**src/verilog/end.sv**
```systemverilog
// Intentionally empty file kept out of compile
`timescale 1ns/1ns

```
**src/verilog/pwm_tb_pkg.sv**
```systemverilog
// Shared constants and types for the PWM primary time base
package pwm_tb_pkg;

  // Register byte offsets on the bus
  localparam logic [7:0] OFS_CTRL = 8'h00;
  localparam logic [7:0] OFS_PERIOD = 8'h04;
  localparam logic [7:0] OFS_ACTIVE = 8'h08;
  localparam logic [7:0] OFS_COUNT = 8'h0c;
  localparam logic [7:0] OFS_STATUS = 8'h10;
  localparam logic [7:0] OFS_MASK = 8'h14;
  localparam logic [7:0] OFS_COMPARE = 8'h18;

  // Control register field positions
  localparam int BIT_ON = 15;
  localparam int BIT_IDLE_HALT = 13;
  localparam int BIT_SE_PEND = 12;
  localparam int BIT_SE_IRQ = 11;
  localparam int BIT_IMM = 10;
  localparam int BIT_INV = 9;
  localparam int BIT_SOUT = 8;
  localparam int BIT_EXT = 7;
  localparam int SRC_HI = 6;
  localparam int SRC_LO = 4;
  localparam int PS_HI = 3;
  localparam int PS_LO = 0;
  localparam int PS_W = 4;
  localparam int SRC_N = 8;

  // Writable control bits: all but the pending flag and bit 14
  localparam logic [15:0] CTRL_WMASK = 16'hafff;
  localparam logic [15:0] CTRL_RESET = 16'h0000;
  localparam logic [15:0] PERIOD_RESET = 16'hffff;
  localparam logic [15:0] COMPARE_RESET = 16'h0000;

  // Interrupt status bit positions
  localparam int ST_SPECIAL = 0;
  localparam int ST_CYCLE = 1;
  localparam int ST_SYNC = 2;
  localparam int ST_W = 3;

  // Time base state, Gray coded along off, run, halt
  typedef enum logic [1:0] {
    TB_OFF = 2'b00,
    TB_RUN = 2'b01,
    TB_HALT = 2'b11
  } tb_mode_t;

endpackage : pwm_tb_pkg

```
**src/verilog/pscl_if.sv**
```systemverilog
// Link between the time base and its special event postscaler
`timescale 1ns/1ns
interface pscl_if;
  import pwm_tb_pkg::*;
  logic tick;
  logic clear;
  logic [PS_W-1:0] ratio;
  logic fire;
  modport owner (output tick, clear, ratio, input fire);
  modport counter (input tick, clear, ratio, output fire);
endinterface : pscl_if

```
**src/verilog/pin_sync.sv**
```systemverilog
// Two-stage synchroniser for asynchronous input pins
`timescale 1ns/1ns
module pin_sync #(
  parameter int W = 1 // Number of pins
) (
  input wire logic clk, // Clock
  input wire logic srst, // Synchronous reset
  input wire logic [W-1:0] d, // Raw pins
  output logic [W-1:0] q // Synchronised pins
);
  typedef struct packed {
    logic [W-1:0] s1;
    logic [W-1:0] s2;
  } sync_state_t;

  sync_state_t st;
  sync_state_t next_st;

  // First stage feeds only the second
  always_comb begin
    next_st.s1 = d;
    next_st.s2 = st.s1;
  end

  always_ff @(posedge clk) begin
    if (srst) begin
      st <= '0;
    end else begin
      st <= next_st;
    end
  end

  assign q = st.s2;
endmodule : pin_sync

```
**src/verilog/event_postscaler.sv**
```systemverilog
// Divider that passes one of every ratio+1 special event ticks
`timescale 1ns/1ns
module event_postscaler
  import pwm_tb_pkg::*;
(
  input wire logic clk, // Clock
  input wire logic srst, // Synchronous reset
  pscl_if.counter ps // Tick in, fire out
);
  typedef struct packed {
    logic [PS_W-1:0] count;
    logic fire;
  } ps_state_t;

  ps_state_t st;
  ps_state_t next_st;

  always_comb begin
    next_st = st;
    next_st.fire = 1'b0;
    if (ps.clear) begin
      next_st.count = '0;
    end else if (ps.tick) begin
      if (st.count >= ps.ratio) begin
        next_st.count = '0;
        next_st.fire = 1'b1;
      end else begin
        next_st.count = st.count + 4'h1;
      end
    end
  end

  always_ff @(posedge clk) begin
    if (srst) begin
      st <= '0;
    end else begin
      st <= next_st;
    end
  end

  assign ps.fire = st.fire;
endmodule : event_postscaler

```
**src/verilog/pwm_time_base.sv**
```systemverilog
// PWM primary time base: control register, sync in/out, special event
`timescale 1ns/1ns
module pwm_time_base
  import pwm_tb_pkg::*;
#(
  parameter logic [15:0] PERIOD_INIT = PERIOD_RESET // Period after reset
) (
  input wire logic CLK, // 20 MHz clock
  input wire logic SRST, // Synchronous reset, active high
  input wire logic CYC_I, // Wishbone cycle
  input wire logic STB_I, // Wishbone strobe
  input wire logic WE_I, // Wishbone write
  input wire logic [7:0] ADR_I, // Wishbone byte address
  input wire logic [3:0] SEL_I, // Wishbone byte selects
  input wire logic [31:0] DAT_I, // Wishbone write data
  output logic [31:0] DAT_O, // Wishbone read data
  output logic ACK_O, // Wishbone acknowledge
  input wire logic [SRC_N-1:0] SYNC_IN, // External sync pins
  input wire logic CPU_IDLE, // CPU idle indication
  output logic SYNC_OUT, // Sync output pin level
  output logic SYNC_OUT_OE, // Sync output drive enable
  output logic SPECIAL_EVENT_TRIG, // Postscaled special event pulse
  output logic [15:0] TB_COUNT, // Time base count
  output logic IRQ // Interrupt, active high level
);

  typedef struct packed {
    tb_mode_t tb;
    logic [15:0] ctrl;
    logic [15:0] period_buf;
    logic [15:0] period_act;
    logic [15:0] compare;
    logic [15:0] count;
    logic [ST_W-1:0] status;
    logic [ST_W-1:0] mask;
    logic prev_sync;
    logic sync_out;
    logic sync_oe;
    logic trig;
    logic irq;
    logic ack;
    logic [31:0] rdata;
  } top_state_t;

  top_state_t st;
  top_state_t next_st;

  logic [SRC_N:0] pins_q;
  logic idle_q;
  logic [SRC_N-1:0] sync_q;
  logic [SRC_N-1:0] sync_pol;
  logic sync_active;
  logic sync_edge;
  logic run;
  logic boundary;
  logic se_set;
  logic acc;
  logic wr;
  logic [15:0] ctrl_view;
  logic [15:0] wdata;
  logic [ST_W-1:0] st_set;
  logic [ST_W-1:0] st_clr;

  pscl_if pscl ();

  // Pins come from outside the clock domain
  pin_sync #(
    .W(SRC_N + 1)
  ) u_pin_sync (
    .clk(CLK),
    .srst(SRST),
    .d({CPU_IDLE, SYNC_IN}),
    .q(pins_q)
  );

  event_postscaler u_postscaler (
    .clk(CLK),
    .srst(SRST),
    .ps(pscl.counter)
  );

  assign idle_q = pins_q[SRC_N];
  assign sync_q = pins_q[SRC_N-1:0];

  // Byte-lane merge of a 16-bit register
  function automatic logic [15:0] merge16(input logic [15:0] old,
                                           input logic [15:0] nw,
                                           input logic [1:0] sel);
    logic [15:0] res;
    res = old;
    if (sel[0]) begin
      res[7:0] = nw[7:0];
    end
    if (sel[1]) begin
      res[15:8] = nw[15:8];
    end
    return res;
  endfunction : merge16

  // Control view with the pending flag folded in
  always_comb begin
    ctrl_view = st.ctrl & CTRL_WMASK;
    ctrl_view[BIT_SE_PEND] = st.status[ST_SPECIAL];
  end

  // Selected sync input, polarity and edge
  always_comb begin
    sync_pol = sync_q ^ {SRC_N{st.ctrl[BIT_INV]}};
    sync_active = sync_pol[st.ctrl[SRC_HI:SRC_LO]];
    sync_edge = st.ctrl[BIT_EXT] && sync_active && !st.prev_sync;
    run = st.tb == TB_RUN;
    boundary = run && (sync_edge || st.count >= st.period_act);
  end

  // Postscaler feed: counter match while running
  assign pscl.tick = run && st.count == st.compare;
  assign pscl.ratio = st.ctrl[PS_HI:PS_LO];
  assign pscl.clear = !st.ctrl[BIT_ON];

  // Bus strobes; the write lands on the edge that sees ack
  assign acc = CYC_I && STB_I && st.ack;
  assign wr = acc && WE_I;
  assign wdata = DAT_I[15:0];

  // Event sources and software clears of status
  always_comb begin
    se_set = pscl.fire && st.ctrl[BIT_SE_IRQ];
    st_set = '0;
    st_set[ST_SPECIAL] = se_set;
    st_set[ST_CYCLE] = boundary;
    st_set[ST_SYNC] = run && sync_edge;
    st_clr = '0;
    if (wr && ADR_I == OFS_STATUS && SEL_I[0]) begin
      st_clr = DAT_I[ST_W-1:0];
    end
  end

  // Next state of the whole block
  always_comb begin
    next_st = st;
    next_st.prev_sync = sync_active;

    if (!st.ctrl[BIT_ON]) begin
      next_st.tb = TB_OFF;
    end else if (st.ctrl[BIT_IDLE_HALT] && idle_q) begin
      next_st.tb = TB_HALT;
    end else begin
      next_st.tb = TB_RUN;
    end

    if (!st.ctrl[BIT_ON]) begin
      next_st.count = '0;
    end else if (boundary) begin
      next_st.count = '0;
    end else if (run) begin
      next_st.count = st.count + 16'h0001;
    end

    if (boundary && !st.ctrl[BIT_IMM]) begin
      next_st.period_act = st.period_buf;
    end

    // Sync output pulse at each boundary
    // output polarity
    next_st.sync_out = boundary ^ st.ctrl[BIT_INV];
    next_st.sync_oe = st.ctrl[BIT_SOUT];

    next_st.trig = pscl.fire;

    // Set wins over a clear in the same cycle
    // pending flag owned by hardware
    next_st.status = (st.status & ~st_clr) | st_set;

    // Register writes
    if (wr) begin
      case (ADR_I)
        OFS_CTRL: begin
          // bit 14 and pending flag not stored
          next_st.ctrl = merge16(st.ctrl, wdata, SEL_I[1:0]) & CTRL_WMASK;
        end
        OFS_PERIOD: begin
          next_st.period_buf = merge16(st.period_buf, wdata, SEL_I[1:0]);
          if (st.ctrl[BIT_IMM]) begin
            next_st.period_act = merge16(st.period_buf, wdata, SEL_I[1:0]);
          end
        end
        OFS_MASK: begin
          if (SEL_I[0]) begin
            next_st.mask = DAT_I[ST_W-1:0];
          end
        end
        OFS_COMPARE: begin
          next_st.compare = merge16(st.compare, wdata, SEL_I[1:0]);
        end
        default: begin
          next_st.mask = next_st.mask;
        end
      endcase
    end

    next_st.irq = |(next_st.status & next_st.mask);

    // Wishbone ack one cycle after the strobe, dropped after one
    next_st.ack = CYC_I && STB_I && !st.ack;
    next_st.rdata = '0;
    if (CYC_I && STB_I && !st.ack && !WE_I) begin
      case (ADR_I)
        OFS_CTRL: next_st.rdata = {16'h0000, ctrl_view};
        OFS_PERIOD: next_st.rdata = {16'h0000, st.period_buf};
        OFS_ACTIVE: next_st.rdata = {16'h0000, st.period_act};
        OFS_COUNT: next_st.rdata = {16'h0000, st.count};
        OFS_STATUS: next_st.rdata = {29'h0000000, st.status};
        OFS_MASK: next_st.rdata = {29'h0000000, st.mask};
        OFS_COMPARE: next_st.rdata = {16'h0000, st.compare};
        default: next_st.rdata = 32'h00000000;
      endcase
    end
  end

  always_ff @(posedge CLK) begin
    if (SRST) begin
      st.tb <= TB_OFF;
      st.ctrl <= CTRL_RESET;
      st.period_buf <= PERIOD_INIT;
      st.period_act <= PERIOD_INIT;
      st.compare <= COMPARE_RESET;
      st.count <= 16'h0000;
      st.status <= '0;
      st.mask <= '0;
      st.prev_sync <= 1'b0;
      st.sync_out <= 1'b0;
      st.sync_oe <= 1'b0;
      st.trig <= 1'b0;
      st.irq <= 1'b0;
      st.ack <= 1'b0;
      st.rdata <= 32'h00000000;
    end else begin
      st <= next_st;
    end
  end

  // Outputs straight from the state register
  assign DAT_O = st.rdata;
  assign ACK_O = st.ack;
  assign SYNC_OUT = st.sync_out;
  assign SYNC_OUT_OE = st.sync_oe;
  assign SPECIAL_EVENT_TRIG = st.trig;
  assign TB_COUNT = st.count;
  assign IRQ = st.irq;
endmodule : pwm_time_base

```
**config.mk**
```make
export PLATFORM = sky130hd
export DESIGN_NAME = pwm_time_base
export DESIGN_NICKNAME = d
export VERILOG_FILES = /design/src/verilog/end.sv /design/src/verilog/pwm_tb_pkg.sv /design/src/verilog/pscl_if.sv /design/src/verilog/pin_sync.sv /design/src/verilog/event_postscaler.sv /design/src/verilog/pwm_time_base.sv
export SDC_FILE = /design/constraint.sdc
export NUM_CORES = 1
export LEC_CHECK = 0
export BUFFER_PORTS_ARGS = -buffer_cell sky130_fd_sc_hd__buf_2
export CAP_MARGIN = 15
export CORE_MARGIN = 4
export CORE_UTILIZATION = 45
export CTS_BUF_LIST = sky130_fd_sc_hd__clkbuf_4 sky130_fd_sc_hd__clkbuf_8
export CTS_CLUSTER_DIAMETER = 50
export DETAILED_ROUTE_END_ITERATION = 8
export HOLD_SLACK_MARGIN = 0.15
export PLACE_DENSITY_LB_ADDON = 0.08
export SYNTH_ARGS = -nofsm -noshare
export SYNTH_HDL_FRONTEND = slang
export SYNTH_SLANG_ARGS = --single-unit
```
**constraint.sdc**
```tcl
create_clock -name CLK -period 8.17 [get_ports CLK]
set_input_delay 1.2255 -clock CLK [delete_from_list [all_inputs] [get_ports CLK]]
set_output_delay 1.2255 -clock CLK [all_outputs]
set_load 0.03 [all_outputs]
```
======== Word-level counts from Yosys, hierarchy flattened ========
Index checks and enable logic that the tools add are counted.
word-level totals
  register bits ........................... 147
  input bits .............................. 58
cells by class
  add/sub/neg operators ................... 2
  magnitude comparators ................... 3
  eq/ne operators ......................... 8
  muxes and demuxes ....................... 19
  bitwise gates (word level) .............. 9
  reductions and logical operators ........ 31
operators by type and width
  kind                                                                   count
  16-bit case mux with 7 select lines                                    1
  16-bit two-way mux                                                     4
  32-bit two-way mux                                                     1
  8-bit two-way mux                                                      4
  8-bit by 5-bit equality test with 1-bit output, second input constant  3
  16-bit by 1-bit adder with 16-bit output, second input constant        1
  16-bit equality test                                                   1
  8-bit by 4-bit equality test with 1-bit output, second input constant  2
  16-bit greater-or-equal comparator                                     1
  1-bit logical AND                                                      15
  3-bit two-way mux                                                      4
  3-bit AND reduction                                                    4
  3-bit OR reduction                                                     3
  8-bit by 3-bit equality test with 1-bit output, second input constant  1
  8-bit logical NOT                                                      1
  8-bit XOR                                                              1
  3-bit AND                                                              2
  4-bit by 1-bit adder with 4-bit output, second input constant          1
  4-bit greater-or-equal comparator                                      1
  1-bit logical NOT                                                      4
  3-bit by 4-bit < comparator with 1-bit output, second input constant   1
  4-bit two-way mux                                                      1
  2-bit OR reduction                                                     2
  1-bit binary-select mux with 3-bit select                              1
  other kinds (9)                                                        12

======== Longest topological paths before layout ========
  depth in word-level cells ............... 12
  mapped depth ............................ 10
  depth with buffers taken out ............ 8

======== Cells and area by module ========
From an unflattened synthesis, not the netlist that was laid out.
unflattened totals
  cell total of the unflattened synthesis .. 714
  area total of the unflattened synthesis .. 6602.6 µm²
modules (own cells, without submodules)
  module            instances  cells an instance  area each (µm²)  seq. area each (µm²)
  pwm_time_base     1          640                5780.5           2162.1
  pin_sync          1          37                 489.2            360.3
  event_postscaler  1          37                 332.8            100.1

======== Worst setup path after synthesis ========
Ideal clock, no wire load.
  kind .................................... input-to-reg
  start ................................... in ADR_I[5]
  end ..................................... reg st[81] (netlist name)
  library setup time ...................... 122 ps
  arrival time ............................ 3083 ps
  slack ................................... 4965 ps
  stages .................................. 7
  cell sequence ........................... or3_1 nor4b_4 nand3_1 o21ai_0 o21ai_4 buf_2 a221o_1
between the ends
  longest elaborated chain between the ends .. 3
RTL lines
  what                                            RTL line              RTL
  start: declaration                              pwm_time_base.sv:13   input wire logic [7:0] ADR_I,
  8-bit by 3-bit equality test with 1-bit output  pwm_time_base.sv:176  case (ADR_I)
  16-bit two-way mux                              pwm_time_base.sv:176
  32-bit two-way mux                              pwm_time_base.sv:175  if (wr) begin
  end signal: assignment                          pwm_time_base.sv:238  st <= next_st;
  end: declaration                                pwm_time_base.sv:45   top_state_t st;
Every way passes these cells.
A chain may end at the register's enable or synchronous reset.

======== Worst setup path in the final report ========
  start ................................... in ADR_I[1]
  end ..................................... reg st[79] (netlist name)
Same word-level chain as after synthesis.

==> results.cfg <==
[placed_design]
preCtsSetupSlack_ps = 3943
hpwlAfterDp_mm = 11.73
dp.cells = 871
gp_congestion = 0.8265
placed_cell_area_mm2 = 0.006586
io_buffers = 76

[global_routing]
met3_usage_pct = 5.184
grt_pass1_wl_mm = 26.08
grt_use_total_pct = 20.86
use_met1_pct = 29.00
grt_start_max_net_pins = 94
grt_util_met2_pct = 31.09
antenna_found_initial = 0
grt_pass1_vias = 4800
overflow = 0
busiest_layer = met2

[floorplan]
io_pins = 111
die_area_mm2 = 0.01621
coreArea_mm2 = 0.01393
initial_utilization_pct = 45.97
fp-row-count = 43
die_width_um = 127.3
die_h_um = 127.3

[layout]
layout-drive-gt1-share_pct = 16.11
stdcell_area_mm2 = 0.006964
n_antenna_cell = 0
syn_to_final_growth_pct = 8.711
layout.nets = 790
final_cells = 900
seqCellArea_mm2 = 0.002623
multi_input_area_mm2 = 0.003234
utilization_pct = 49.98
nFillCells = 1340

[drt]
post_drt_via_cell_ratio = 5.507
wire_per_inst_um = 18.59
remaining_drc_errors = 0
wirelength_mm = 16.73
final_antenna_net_count = 0
firstDrtPassIters = 6
vias = 4956
drt-initial-drc-count = 353

[setup_path]
path_class = input pin to flop
cp-end-kind = flop
cp.arrival_ps = 4060
path_max_fanout = 17
slowest_stage = nand3_1
required_ps = 8490
crit_chain = buf_2 -> nor3b_2 -> nor4b_4 -> buf_4 -> nand3_1 -> o21ai_0 -> o21ai_4 -> a221o_1
critPathLaunch = ADR_I[1]
crit_path_end = st[79]
reg2regPathDepth = 6
ff2ff_setup_slack_ps = 4930
cp_num_buf_inv = 2
critPathMaxStageDelay_ps = 620
reg2reg_from = ctrl_view[4]
crit_family = simple AND/OR/NAND/NOR gates
worst_r2r_endpoint = st[79]
cp.depth = 8
startpoint_type = input pin

[synth]
synth_ff_type = dfxtp_1
synthMuxAreaShare_pct = 8.867
netlist_area_mm2 = 0.006406
ys_types = 53
ys_seq_elements = 131
syn-instance-count = 681
synth-xor-area-share_pct = 4.375
synth_edf_count = 0
synth_compound_area_share_pct = 15.61
synthSimpleGateAreaFrac_pct = 16.33
avgSynthCellArea_um2 = 9.407
synthAdderAreaFrac_pct = 4.297
ys_warn_count = 0
ys_seq_area_share_pct = 40.94
async_flop_share_pct = 0
synth_top_family_by_area = simple AND/OR/NAND/NOR gates

[sta]
rsz0062_at_grt = no
slew_violations = 0
holdWs_ps = 437.6
final_hold_viol_count = 0
setup_ws_ps = 4424
slew_headroom_pct = 25.05
min_period_ps = 3746
worst_slew_pin_slew_ps = 1120
fin_setup_tns_ps = 0
fmax_mhz = 267.0
finalSetupViolCount = 0
finalCritPeriodShare_pct = 45.85
finClkSkew_ps = 10.79

[clocking]
clock_path_buffers = 2
cts.sinks = 131
cts_root_buffer = clkbuf_8
numCtsBuffers = 17
post_cts_buffers = 0
htree_levels = 4
cts_tree = yes
clock_latency_ps = 430
ctsResizeCount = 0
holdBufCountCts = 0
path_clk_slew_ps = 70

[run]
maxCapViolCount = 0

[power_and_ir_drop]
irDropWorstVdd_uv = 121.4
cellLeakagePower_nw = 2.760
switching_share_pct = 22.12
power.clock.fraction_pct = 43.4
p_comb_share_pct = 4.3
p_seq_share_pct = 52.3
power_density_mw_per_mm2 = 176.8
p_switching_mw = 0.2724
p_int_mw = 0.9591
finalPower_mw = 1.231

[hold_path]
hold_class = flop to flop

[status]
status = finished, final reports clean
flip-flops by register name, indices dropped and copies added (netlist names), 4 cells and up:
name / cells
u_pin_sync.next_st: 9
u_pin_sync.q: 9
u_postscaler.st: 4
st: 56
DAT_O: 16
ctrl_view: 15
TB_COUNT: 16
cells in the mapped netlist (all sizes together), types with 3 or more instances:
library cell | n | area [um2]
a21oi | 19 | 95.09
a222oi | 6 | 60.06
dfxtp | 131 | 2623
nor2b | 40 | 250.2
nor3b | 3 | 38.79
xnor2 | 22 | 192.7
a31oi | 10 | 62.56
a221oi | 3 | 26.28
o21ai | 6 | 41.29
nand2 | 29 | 108.9
a221o | 16 | 160.2
a21o | 3 | 22.52
nand2b | 6 | 37.54
mux2i | 50 | 500.5
and3 | 8 | 50.05
nand3 | 14 | 70.07
or4 | 3 | 26.27
xor2 | 10 | 87.58
o21bai | 16 | 120.1
a211o | 16 | 140.1
nor2 | 62 | 232.7
mux2 | 4 | 45.04
a22oi | 28 | 210.2
inv | 27 | 101.3
ha | 22 | 275.3
clkbuf | 30 | 112.6
or3 | 5 | 31.28
nor3 | 9 | 45.04
buf | 54 | 396.6
nand4 | 10 | 62.56
per-layer routing:
metal,share of wire (%),wire length (um)
met5,0,0
met2,45,7451
met3,7.3,1225
met1,46,7697
met4,2.1,359
logic make-up (layout without fill, tap and decap cells):
family	after synthesis	after routing
adder cells (fa/ha/maj)	22	22
AND/OR/NAND/NOR	199	199
AO/OA/AOI/OAI	130	130
XOR/XNOR	32	32
other	1	16
multiplexers	55	55
flip-flops	131	131
buffers and inverters	111	135
layout make-up:
type,count,area share [%]
Multi-Input combinational cell,454,46.44
Sequential cell,131,37.66
Timing Repair Buffer,79,5.785
Clock buffer,23,4.276
Tap cell,180,3.234
Inverter,27,1.455
Clock inverter,6,1.150
power by group through the flow:
stage,sequential (mW),combinational (mW),clock [mW]
3_3_place_gp,0.658,0.0523,0
4_1_cts,0.644,0.0532,0.549
2_1_floorplan,0.658,0.0378,0
3_5_place_dp,0.658,0.0530,0
5_1_grt,0.644,0.0579,0.574
6_report,0.644,0.0531,0.535
worst register-to-register path, cell delays in order, from the launching register on:
cell	delay [ps]
dfxtp_1	540
mux2_1	370
mux4_2	510
mux2i_1	460
or4_4	250
nor3b_4	770
a221o_1	280
cells in the final DEF (no fill, tap or decap), drive strengths merged, types with 10 or more instances in the layout:
cell    netlist  final
a211o        16     16
nand2        29     29
conb          1     16
ha           22     22
a31oi        10     10
nor2         62     62
xnor2        22     22
clkbuf       30     23
nor2b        40     40
xor2         10     10
a22oi        28     28
buf          54     79
nand3        14     14
inv          27     27
a21oi        19     19
a221o        16     16
o21bai       16     16
nand4        10     10
mux2i        50     50
dfxtp       131    131
worst min-delay path by stage:
stage / startpoint / endpoint / slack, ps / cells past startpoint
after global routing: u_pin_sync.next_st[3] / u_pin_sync.q[3] / 460 / 1
final: u_pin_sync.next_st[1] / u_pin_sync.q[1] / 440 / 1
after detailed placement: u_pin_sync.next_st[1] / u_pin_sync.q[1] / 430 / 1
after CTS: u_pin_sync.next_st[1] / u_pin_sync.q[1] / 440 / 1
after floorplan: u_pin_sync.next_st[0] / u_pin_sync.q[0] / 410 / 1
after global placement: u_pin_sync.next_st[5] / u_pin_sync.q[5] / 420 / 1
(Power assumes the default switching activity.)
